[src/logic/rcs_pkg.sv]
package rcs_pkg;

  // ==========================================================
  // register map (byte addresses, one 32-bit word each)
  localparam logic [7:0] REG_CFG_ADDR    = 8'h00;
  localparam logic [7:0] REG_THRESH_ADDR = 8'h04;
  localparam logic [7:0] REG_STATUS_ADDR = 8'h08;
  localparam logic [7:0] REG_SLIP_ADDR   = 8'h0C;

  // ==========================================================
  // configuration fields
  localparam int CFG_BASIC_8B10B_BIT           = 0;
  localparam int CFG_PIPE_MODE_BIT             = 1;
  localparam int CFG_GIGABIT_ETHERNET_MODE_BIT = 2;
  localparam int CFG_MANUAL_ALIGN_BIT          = 3;
  localparam int CFG_IDLE_INFER_BIT            = 4;
  localparam int CFG_CORE_CLK_EN_BIT           = 5;
  localparam int CFG_WIDTH                     = 6;
  localparam logic [5:0] CFG_RESET             = 6'h00;
  localparam logic [5:0] THRESH_RESET          = 6'h04;
  localparam int SLIP_CMD_BIT                  = 0;

  // ==========================================================
  // status fields
  localparam int STS_LOCK_BIT     = 0;
  localparam int STS_SIGDET_BIT   = 1;
  localparam int STS_FIFOERR_BIT  = 2;
  localparam int STS_FULL_BIT     = 3;
  localparam int STS_EMPTY_BIT    = 4;
  localparam int STS_ELECIDLE_BIT = 5;
  localparam int STS_SLIP_LSB     = 8;

  // ==========================================================
  // word and timing
  localparam int WORD_BITS     = 10;
  localparam logic [3:0] SLIP_LAST = 4'h9;
  localparam int CLK_PERIOD_PS = 4000;
  localparam int REF_DWELL_NS  = 4000;
  localparam int REF_DWELL_CYC = (REF_DWELL_NS * 1000 + CLK_PERIOD_PS - 1) / CLK_PERIOD_PS;
  localparam int SIGDET_WIN_CYC = 64;

  // ==========================================================
  // lock state machine
  typedef enum logic [1:0] {
    LS_REF  = 2'b01,
    LS_DATA = 2'b10
  } rcs_lock_state_t;

endpackage

[src/logic/rcs_align_if.sv]
`timescale 1ns/10ps
interface rcs_align_if;
  import rcs_pkg::*;
  logic                 serialBit;
  logic                 dataLocked;
  logic                 manualAlign;
  logic                 slipPulse;
  logic [WORD_BITS-1:0] word;
  logic                 wordValid;
  logic [3:0]           slipCount;

  modport aligner (input serialBit, dataLocked, manualAlign, slipPulse,
                   output word, wordValid, slipCount);
  modport ctrl    (output serialBit, dataLocked, manualAlign, slipPulse,
                   input word, wordValid, slipCount);
endinterface

[src/logic/rcs_word_aligner.sv]
`timescale 1ns/10ps
module rcs_word_aligner
(
  // clock and reset
  input wire logic    ref_clk,
  input wire logic    reset_n,
  // link to the controller
  rcs_align_if.aligner al
);
  import rcs_pkg::*;

  logic [WORD_BITS-1:0] shift_ff;
  logic [3:0]           bitCnt_ff;
  logic [3:0]           slip_ff;
  logic [WORD_BITS-1:0] word_ff;
  logic                 valid_ff;
  logic                 doSlip;
  logic                 wordEnd;

  // ==========================================================
  // slip decode: only honoured in manual alignment
  assign doSlip  = al.slipPulse && al.manualAlign;
  assign wordEnd = (bitCnt_ff == 4'(WORD_BITS - 1)) && !doSlip;

  // a slip holds the bit counter one cycle, moving the boundary by one bit
  always_ff @(posedge ref_clk or negedge reset_n)
  begin
    if (!reset_n)
    begin
      shift_ff  <= '0;
      bitCnt_ff <= 4'h0;
    end
    else if (al.dataLocked)
    begin
      shift_ff  <= {al.serialBit, shift_ff[WORD_BITS-1:1]};
      if (!doSlip)
        bitCnt_ff <= wordEnd ? 4'h0 : bitCnt_ff + 4'h1;
    end
  end

  // slip count wraps 9 -> 0; cleared outside manual mode
  always_ff @(posedge ref_clk or negedge reset_n)
  begin
    if (!reset_n)
      slip_ff <= 4'h0;
    else if (!al.manualAlign)
      slip_ff <= 4'h0;
    else if (doSlip)
      slip_ff <= (slip_ff == SLIP_LAST) ? 4'h0 : slip_ff + 4'h1;
  end

  // completed word, registered
  always_ff @(posedge ref_clk or negedge reset_n)
  begin
    if (!reset_n)
    begin
      word_ff  <= '0;
      valid_ff <= 1'b0;
    end
    else
    begin
      valid_ff <= al.dataLocked && wordEnd;
      if (al.dataLocked && wordEnd)
        word_ff <= {al.serialBit, shift_ff[WORD_BITS-1:1]};
    end
  end

  assign al.word      = word_ff;
  assign al.wordValid = valid_ff;
  assign al.slipCount = slip_ff;

endmodule // rcs_word_aligner

[src/logic/rcs_rx_cdr_status.sv]
`timescale 1ns/10ps
// Summary of operation
// - optional core clock output for fifo reads
// - fifo error high when full or empty
// - manual alignment reports slips, 0 through 9
// - lock indicator high in data lock
// - force-data wins over force-reference
// - 00 auto, 01 reference, 1x data
// - signal detect when activity exceeds threshold
// - detect only basic 8b10b or pipe
// - recovered clock only in gigabit ethernet
// - pipe without inference: idle is inverted detect
module rcs_rx_cdr_status
#(
  parameter int FIFO_DEPTH = 4,
  parameter int DWELL_CYC  = rcs_pkg::REF_DWELL_CYC,
  parameter int WIN_CYC    = rcs_pkg::SIGDET_WIN_CYC
)
(
  // clock and reset
  input  wire logic                          ref_clk,
  input  wire logic                          reset_n,
  // serial line
  input  wire logic                          rxSerialIn,
  // lock controls from fabric
  input  wire logic                          forceLockToData,
  input  wire logic                          forceLockToRef,
  // status to fabric
  output logic                               lockStateOut,
  output logic                               signalDetectOut,
  output logic                               elecIdleOut,
  output logic [3:0]                         slip_count_out,
  // phase compensation fifo
  input  wire logic                          rxFifoRd,
  output logic [rcs_pkg::WORD_BITS-1:0]      rxDataOut,
  output logic                               rxDataValid,
  output logic                               phaseFifoErr,
  // clocks out
  output logic                               rxCoreClkOut,
  output logic                               recovClkOut,
  // register port
  input  wire logic [7:0]                    regAddr,
  input  wire logic [31:0]                   regWrData,
  input  wire logic                          regWr,
  input  wire logic                          regRd,
  output logic [31:0]                        regRdData
);
  import rcs_pkg::*;

  localparam int PW = $clog2(FIFO_DEPTH);
  localparam int CW = $clog2(FIFO_DEPTH + 1);
  localparam int DW = $clog2(DWELL_CYC + 1);
  localparam int WW = $clog2(WIN_CYC);

  rcs_align_if al();

  logic [CFG_WIDTH-1:0]  cfg_ff;
  logic [5:0]            thresh_ff;
  logic [31:0]           rdData_ff;
  rcs_lock_state_t       lock_ff;
  rcs_lock_state_t       nxt_lock;
  logic [DW-1:0]         dwell_ff;
  logic [WW-1:0]         win_ff;
  logic [6:0]            edges_ff;
  logic                  prevBit_ff;
  logic                  actRaw_ff;
  logic                  quietRaw_ff;
  logic                  sigDet_ff;
  logic                  idle_ff;
  logic                  lockOut_ff;
  logic [WORD_BITS-1:0]  mem [FIFO_DEPTH];
  logic [PW-1:0]         wrPtr_ff;
  logic [PW-1:0]         rdPtr_ff;
  logic [CW-1:0]         count_ff;
  logic [WORD_BITS-1:0]  dout_ff;
  logic                  doutValid_ff;
  logic                  fifoErr_ff;
  logic [3:0]            coreDiv_ff;
  logic                  coreClk_ff;
  logic [3:0]            recDiv_ff;
  logic                  recClk_ff;

  // ==========================================================
  // register decode
  wire selCfg     = (regAddr == REG_CFG_ADDR);
  wire selThresh  = (regAddr == REG_THRESH_ADDR);
  wire selStatus  = (regAddr == REG_STATUS_ADDR);
  wire selSlip    = (regAddr == REG_SLIP_ADDR);
  wire modeBasic  = cfg_ff[CFG_BASIC_8B10B_BIT];
  wire modePipe   = cfg_ff[CFG_PIPE_MODE_BIT];
  wire gigabit_ethernet_mode = cfg_ff[CFG_GIGABIT_ETHERNET_MODE_BIT];
  wire idleInfer  = cfg_ff[CFG_IDLE_INFER_BIT];
  wire fifoFull   = (count_ff == CW'(FIFO_DEPTH));
  wire fifoEmpty  = (count_ff == '0);
  wire fifoWr     = al.wordValid && !fifoFull;   // words beyond full are dropped
  wire fifoRdOk   = rxFifoRd && !fifoEmpty;
  wire edgeSeen   = rxSerialIn != prevBit_ff;
  wire winEnd     = (win_ff == WW'(WIN_CYC - 1));
  wire dwellDone  = (dwell_ff == DW'(DWELL_CYC));

  // config and threshold registers
  always_ff @(posedge ref_clk or negedge reset_n)
  begin
    if (!reset_n)
    begin
      cfg_ff    <= CFG_RESET;
      thresh_ff <= THRESH_RESET;
    end
    else if (regWr)
    begin
      if (selCfg)
        cfg_ff <= regWrData[CFG_WIDTH-1:0];
      if (selThresh)
        thresh_ff <= regWrData[5:0];
    end
  end

  // read data stands one cycle after the strobe; unmapped reads zero
  wire [31:0] statusWord = {
    20'h00000,
    slip_count_out,
    2'b00,
    idle_ff,
    fifoEmpty,
    fifoFull,
    fifoErr_ff,
    sigDet_ff,
    lockOut_ff
  };
  wire [31:0] rdMux = selCfg    ? {26'h0000000, cfg_ff} :
                      selThresh ? {26'h0000000, thresh_ff} :
                      selStatus ? statusWord : 32'h00000000;

  always_ff @(posedge ref_clk or negedge reset_n)
  begin
    if (!reset_n)
      rdData_ff <= 32'h00000000;
    else
      rdData_ff <= regRd ? rdMux : 32'h00000000;
  end

  assign regRdData = rdData_ff;

  // ==========================================================
  // signal activity: edges counted over a window
  always_ff @(posedge ref_clk or negedge reset_n)
  begin
    if (!reset_n)
    begin
      prevBit_ff  <= 1'b0;
      win_ff      <= '0;
      edges_ff    <= 7'h00;
      actRaw_ff   <= 1'b0;
      quietRaw_ff <= 1'b1;
    end
    else
    begin
      prevBit_ff <= rxSerialIn;                      // far end drives the line
      win_ff     <= winEnd ? '0 : win_ff + WW'(1);
      edges_ff   <= winEnd ? 7'h00 : edges_ff + {6'h00, edgeSeen};
      if (winEnd)
      begin
        actRaw_ff   <= edges_ff > {1'b0, thresh_ff};
        quietRaw_ff <= (edges_ff == 7'h00);
      end
    end
  end

  // detect only offered in basic 8b10b or pipe; idle only in pipe, inverse of detect unless inferred
  always_ff @(posedge ref_clk or negedge reset_n)
  begin
    if (!reset_n)
    begin
      sigDet_ff <= 1'b0;
      idle_ff   <= 1'b0;
    end
    else
    begin
      sigDet_ff <= actRaw_ff && (modeBasic || modePipe);
      if (!modePipe)
        idle_ff <= 1'b0;
      else if (idleInfer)
        idle_ff <= quietRaw_ff;
      else
        idle_ff <= !(actRaw_ff);
    end
  end

  // ==========================================================
  // lock mode decode and state
  always_comb
  begin
    nxt_lock = lock_ff;
    if (forceLockToData)                      // 1x forces data lock
      nxt_lock = LS_DATA;
    else if (forceLockToRef)                  // 01 manual reference
      nxt_lock = LS_REF;
    else
    begin
      unique case (lock_ff)                   // 00 automatic
        LS_REF:  if (dwellDone && actRaw_ff) nxt_lock = LS_DATA;
        LS_DATA: if (!actRaw_ff) nxt_lock = LS_REF;
      endcase
    end
  end

  // dwell restarts on every entry to reference lock
  always_ff @(posedge ref_clk or negedge reset_n)
  begin
    if (!reset_n)
    begin
      lock_ff    <= LS_REF;
      dwell_ff   <= '0;
      lockOut_ff <= 1'b0;
    end
    else
    begin
      lock_ff    <= nxt_lock;
      lockOut_ff <= (nxt_lock == LS_DATA);
      if (nxt_lock != LS_REF)
        dwell_ff <= '0;
      else if (!dwellDone)
        dwell_ff <= dwell_ff + DW'(1);
    end
  end

  // ==========================================================
  // aligner hookup; a slip command is a write to the slip register
  assign al.serialBit   = rxSerialIn;
  assign al.dataLocked  = (lock_ff == LS_DATA);
  assign al.manualAlign = cfg_ff[CFG_MANUAL_ALIGN_BIT];
  assign al.slipPulse   = regWr && selSlip && regWrData[SLIP_CMD_BIT];

  rcs_word_aligner u_align
  (
    .ref_clk (ref_clk),
    .reset_n (reset_n),
    .al      (al.aligner)
  );

  // ==========================================================
  // phase compensation fifo
  always_ff @(posedge ref_clk)
  begin
    if (fifoWr)
      mem[wrPtr_ff] <= al.word;
  end

  always_ff @(posedge ref_clk or negedge reset_n)
  begin
    if (!reset_n)
    begin
      wrPtr_ff     <= '0;
      rdPtr_ff     <= '0;
      count_ff     <= '0;
      dout_ff      <= '0;
      doutValid_ff <= 1'b0;
    end
    else
    begin
      if (fifoWr)
        wrPtr_ff <= (wrPtr_ff == PW'(FIFO_DEPTH - 1)) ? '0 : wrPtr_ff + PW'(1);
      if (fifoRdOk)
      begin
        rdPtr_ff <= (rdPtr_ff == PW'(FIFO_DEPTH - 1)) ? '0 : rdPtr_ff + PW'(1);
        dout_ff  <= mem[rdPtr_ff];
      end
      doutValid_ff <= fifoRdOk;
      count_ff <= count_ff + CW'(fifoWr) - CW'(fifoRdOk);
    end
  end

  // error flag covers both full and empty, recomputed each cycle
  always_ff @(posedge ref_clk or negedge reset_n)
  begin
    if (!reset_n)
      fifoErr_ff <= 1'b1;
    else
      fifoErr_ff <= (count_ff + CW'(fifoWr) - CW'(fifoRdOk) == CW'(FIFO_DEPTH)) ||
                    (count_ff + CW'(fifoWr) - CW'(fifoRdOk) == '0);
  end

  // ==========================================================
  // clock outputs, both divided by the word length
  // registered so no output can glitch; a core pulse is never cut short
  always_ff @(posedge ref_clk or negedge reset_n)
  begin
    if (!reset_n)
    begin
      coreDiv_ff <= 4'h0;
      coreClk_ff <= 1'b0;
      recDiv_ff  <= 4'h0;
      recClk_ff  <= 1'b0;
    end
    else
    begin
      coreDiv_ff <= (coreDiv_ff == 4'(WORD_BITS - 1)) ? 4'h0 : coreDiv_ff + 4'h1;
      // the enable is only looked at in phase zero, so a pulse runs its full half
      coreClk_ff <= (coreDiv_ff == 4'h0) ? cfg_ff[CFG_CORE_CLK_EN_BIT] :
                    (coreClk_ff && (coreDiv_ff < 4'(WORD_BITS / 2)));
      // recovered phase realigns to each word from the line
      recDiv_ff  <= al.wordValid ? 4'h1 :
                    (recDiv_ff == 4'(WORD_BITS - 1)) ? 4'h0 : recDiv_ff + 4'h1;
      recClk_ff  <= gigabit_ethernet_mode && al.dataLocked &&
                    (recDiv_ff < 4'(WORD_BITS / 2));
    end
  end

  // ==========================================================
  // outputs
  assign lockStateOut    = lockOut_ff;
  assign signalDetectOut = sigDet_ff;
  assign elecIdleOut     = idle_ff;
  assign slip_count_out  = al.slipCount;
  assign rxDataOut       = dout_ff;
  assign rxDataValid     = doutValid_ff;
  assign phaseFifoErr    = fifoErr_ff;
  assign rxCoreClkOut    = coreClk_ff;
  assign recovClkOut     = recClk_ff;

endmodule // rcs_rx_cdr_status

[config.mk]
export PLATFORM = sky130hd
export DESIGN_NAME = rcs_rx_cdr_status
export DESIGN_NICKNAME = d
export VERILOG_FILES = /design/src/logic/rcs_pkg.sv /design/src/logic/rcs_align_if.sv /design/src/logic/rcs_word_aligner.sv /design/src/logic/rcs_rx_cdr_status.sv
export SDC_FILE = /design/constraint.sdc
export NUM_CORES = 1
export LEC_CHECK = 0
export BUFFER_PORTS_ARGS = -buffer_cell sky130_fd_sc_hd__clkbuf_2
export CAP_MARGIN = 15
export CORE_ASPECT_RATIO = 0.75
export CORE_UTILIZATION = 60
export DETAILED_ROUTE_END_ITERATION = 12
export GPL_TIMING_DRIVEN = 0
export HOLD_SLACK_MARGIN = 0.02
export PLACE_DENSITY = 0.86
export SYNTH_ARGS = -nofsm -noshare
export SYNTH_HDL_FRONTEND = slang
export SYNTH_SLANG_ARGS = --single-unit
export TNS_END_PERCENT = 10
[constraint.sdc]
create_clock -name ref_clk -period 4.6 [get_ports ref_clk]
set_clock_uncertainty 0.15 [all_clocks]
set_input_delay 0.69 -clock ref_clk [delete_from_list [all_inputs] [get_ports ref_clk]]
set_output_delay 0.69 -clock ref_clk [all_outputs]
set_load 0.01 [all_outputs]
# == After elaboration in Yosys (flattened, before gate mapping) ==
# Memory sizes are Yosys's and may differ from the RTL's. A register that Yosys moved wholly into a read port is not among the register bits.
# Index checks and enable logic that the tools add are counted.
# Widths: inputs -> output; s select.
# totals
memories,1
reg_bits,103
output_inout_bits,53
mem_bits_rw,40
input_bits,48
# memory_table
name,words,word_bits,read_ports,rd_ports_with_merged_regs,write_ports,line_no,rtl
mem,4,10,1,1,1,rcs_rx_cdr_status.sv:71,logic [WORD_BITS-1:0] mem [FIFO_DEPTH];
# op_classes
addsub,11
n_reduce_logical,27
mux,27
n_lt_le_gt_ge,3
eq_ne,20
bitwise,1
# op_table
operator,count
$mux 12,4
$mux 4,7
$mux 10,2
$add 4x1->4 const B,4
$eq 4x4->1 const B,4
$eq 8x4->1 const B,2
$logic_and 1x1->1,12
$mux 2,6
$add 10x1->10 const B,1
$eq 10x10->1 const B,1
$eq 2x2->1 const B,4
$eq 8x3->1 const B,1
$logic_not 8->1,1
$lt 4x3->1 const B,2
$add 7x1->7,1
$gt 7x6->1,1
$logic_not 7->1,1
$mux 7,1
$add 6x1->6 const B,1
$eq 3x3->1 const B,2
$eq 6x6->1 const B,1
$logic_not 3->1,2
$mux 6,1
$ne 2x1->1 const B,3
12 further kinds,24

# == Logic depth before layout (Yosys ltp) ==
# depth
word_depth,8
depth_mapped,11
ltp_nobuf,10

# == Hierarchy ==
# A second synthesis with hierarchy kept.
# hier_totals
cells_unflattened,506
area_unflattened_um2,6692.7
# modules_own_cells
mod,area_per_inst_um2,n_inst,seq_area_each_um2,cells_each
rcs_rx_cdr_status,5476.5,1,3258.1,414
rcs_word_aligner,1216.2,1,700.7,92

# == Least setup slack after synthesis ==
# No wires, ideal clock.
# synth_path
kind,register to register
from,register count_ff[1]
to,register count_ff[2]
path_buffers,1
synth_period_minus_slack_ns,2.494
slack_ns,2.106
required_time_ns,4.325
setup_time_ns,0.125
t_arrival_ns,2.219
path_stages_with_launch,12
cell_sequence,dfrtp_1 > nor3_1 > nand2b_1 > buf_2 > inv_1 > ha_1 > inv_1 > ha_1 > inv_1 > fa_1 > xnor2_1 > xnor2_1
# synth_via
word_cells_on_any_way,8
cone_classes,add/sub (2); eq/ne (1); reduce/logical (5)
# synth_lines
element,line_no,rtl
start: declaration,rcs_rx_cdr_status.sv:74,logic [CW-1:0] count_ff;
start signal: assignment,rcs_rx_cdr_status.sv:269,count_ff <= count_ff + CW'(fifoWr) - CW'(fifoRdOk);
$logic_not 3->1,rcs_rx_cdr_status.sv:94,wire fifoEmpty = (count_ff == '0);
$logic_not 1->1,rcs_rx_cdr_status.sv:96,wire fifoRdOk = rxFifoRd && !fifoEmpty;
$logic_and 1x1->1,rcs_rx_cdr_status.sv:96,
via fifoRdOk,rcs_rx_cdr_status.sv:96,
$sub 3x1->3,rcs_rx_cdr_status.sv:269,
# The timed path passes the listed nets, and every way through them passes these cells.
# A chain may end at the register's enable or synchronous reset.

# == Worst setup path in the final report ==
# Ends and elaborated chain as after synthesis.

==> out/metrics.csv <==
metric,value,unit
outcome,"finished, final reports clean",
coreArea,10500,um2
wl_per_cell,17.4,um
path_cells,nor3_1 > nand2b_1 > buf_2 > inv_1 > ha_1 > inv_1 > ha_1 > inv_1 > fa_1 > xnor2_1 > xnor2_1,
dp.cells,708,
min_period_over_period,71.0,%
numClockSinks,150,
startpoint_type,register,
vias_per_cell,5.58,
cts_tree,done,
hold_ws,0.202,ns
fmax,306,MHz
die_w,124,um
path_delay_family,simple AND/OR/NAND/NOR gates,
hold_buffers,0,
ys_types,60,
cpMostUsedCell,inv_1,
yosys-top-cells-count,"dfrtp_1, nor2_1, edfxtp_1",
antennaDiodeCount,0,
grt.busiest_layer,met2,
hpwl,8160,um
drc,0,
fin_ws,1.33,ns
nNetsFinal,665,
grt_overflow,0,
die_y,93.4,um
worstPathArrival,3.47,ns
crit_buf_inv,4,
cts_resized,0,
grtUsageTotal,24.7,%
num_rows,32,
cap_violations,0,
crit_slowest_cell,nor3_1,
required,4.80,ns
grt_setup_unrepaired,no,
ys_async_sr_fraction,73.3,%
clockBufferDepth,2,
met3_usage,5.30,%
n_fill_cell,646,
clk-insertion-delay-late,0.42,ns
io_pins,101,
max_stage_delay,0.54,ns
post-place-ws,1.55,ns
grt_first_pass_wirelength,20800,um
crit_fanout,10,
tns,0,ns
met1_usage,30.6,%
grt_pass1_vias,4188,
max-vdd-ir-drop,0.360,mV
cts_buffers,17,
setup_violations,0,
crit_type,register to register,
drt-pass1-iter-count,5,
cp-end-kind,register,
synth_top_area_share,39.7,%
syn_area_per_cell,13.4,um2
antenna_found_initial,0,
synth.area.top_cells,"dfrtp_1, edfxtp_1, mux2_2",
synth_edf_count,40,
area_growth,16.2,%
synth_ff_type,dfrtp_1,
cts.clk_slew.worst_paths,0.06,ns
fin_crit,3.27,ns
wirelength,12900,um
clock-root-buffer,clkbuf_16,
hold_path.class,primary input to asynchronous set/reset pin,
p_leak,3.47,nW
stdcell_count,740,
gp_congestion,0.814,
syn_area,6680,um2
grt_max_degree,111,
synth_cells,500,
yosysTopAreaCell,dfrtp_1,
yosys_warnings,0,
maxSlewHeadroom,42.6,%
htree_levels,4,
ys_seq_area_share,59.3,%
grt_use_met2,42.3,%
postRouteAntennaNets,0,
portBuffers,51,
yosysMostFrequentCell,dfrtp_1,
maxSlewViolCount,0,
ys_ff_latch,150,
finalPower,4.24,mW
pwr_density_cell,547,nW/um2
vias,4132,
first_iter_violations,345,
fp.dieArea,11600,um2
drive_gt1_share,28.6,%
final_hold_viol_count,0,
tightest_slew,0.861,ns
start_util,63.4,%
postCtsSetupBuffers,0,
## through the flow
step / area, um2 / utilization, %
floorplan: 6760 / -
global placement: 7180 / 68.2
detailed placement: 7190 / 68.3
CTS: 7760 / 73.7
global route: 7760 / 73.7
finish: 7760 / 73.7
## cells by family after synthesis
kind of cell,share of synthesized area [%]
AOI/OAI and AO/OA,4.37
buffers and inverters,4.85
DFF,59.3
other,0.0562
xor gates and xnor gates,2.89
and+or+nand+nor,11.2
muxes,12.3
adders and majority gates,4.99
## power by group
group	total, mW	internal (mW)	leakage [nW]	switching (mW)
registers	1.94	1.67	1.75	0.270
clock network	1.34	0.758	0.282	0.586
logic	0.953	0.497	1.44	0.457
## placed cells by master, fill, tap and decap left out, types with 2 or more instances in the layout
cell / Yosys / layout
conb_1: 1 / 22
a21o_1: 3 / 3
or3_1: 5 / 5
a2bb2oi_1: 2 / 2
mux2i_1: 9 / 9
buf_2: 3 / 3
and2_1: 11 / 11
dfrtp_1: 106 / 106
nand3b_1: 3 / 3
nand2_1: 17 / 17
xnor2_1: 9 / 9
buf_4: 22 / 22
inv_6: 0 / 4
dfstp_2: 4 / 4
nand4_1: 2 / 2
nor2_1: 41 / 41
a21oi_1: 13 / 13
clkinv_4: 0 / 2
edfxtp_1: 40 / 40
nor2b_1: 7 / 7
mux2_2: 33 / 33
inv_1: 25 / 25
nand2b_1: 4 / 4
inv_8: 0 / 3
clkbuf_16: 0 / 17
nor3b_1: 5 / 5
nand3_1: 18 / 18
a21boi_1: 2 / 2
mux2_4: 9 / 9
clkinv_2: 0 / 3
xor2_1: 13 / 13
o21ai_0: 14 / 14
and3_1: 4 / 4
mux4_2: 10 / 10
ha_1: 25 / 25
nor3_1: 6 / 6
clkbuf_2: 0 / 50
a21boi_0: 3 / 3
clkbuf_1: 4 / 4
## routing by layer
layer / up-vias / part of all wire, %
met5: - / 0
met2: 102 / 51
met1: 2102 / 43
met4: 0 / 1.9
li1: 1904 / -
met3: 24 / 4.1
## path summary, 6_finish.rpt
kind                                    start                   to  slack (ns)  cells past startpoint
worst max-delay path              count_ff[1]          count_ff[2]        1.33                     11
worst min-delay path                  reset_n         recDiv_ff[1]        0.20                      1
worst max register to register    count_ff[1]          count_ff[2]        1.33                     11
worst min register to register  coreDiv_ff[3]         rxCoreClkOut        0.33                      1
max in group asynchronous             reset_n  u_align.shift_ff[9]        3.48                      1
min in group ref_clk               rxSerialIn           prevBit_ff        0.29                      1
## state kept, by name, indices dropped and copies added, names as in the netlist, 3 cells and up
register	cells
cfg_ff	6
coreDiv_ff	4
count_ff	3
dwell_ff	10
edges_ff	7
mem	40
recDiv_ff	4
regRdData	10
rxDataOut	10
thresh_ff	6
u_align.al.slipCount	4
u_align.al.word	10
u_align.bitCnt_ff	4
u_align.shift_ff	9
win_ff	6
## final cells by class
class / instances / area [um2] / share of cell area, %
flip-flops and latches: 150 / 3960 / 51.0
multi-input cells: 314 / 2470 / 31.9
clock buffers: 17 / 425 / 5.48
repair buffers: 51 / 264 / 3.40
plain buffers: 32 / 230 / 2.97
well taps: 136 / 170 / 2.19
clock inverters: 15 / 143 / 1.84
inverters: 25 / 93.8 / 1.21
Power figures use the tool's default switching activity.
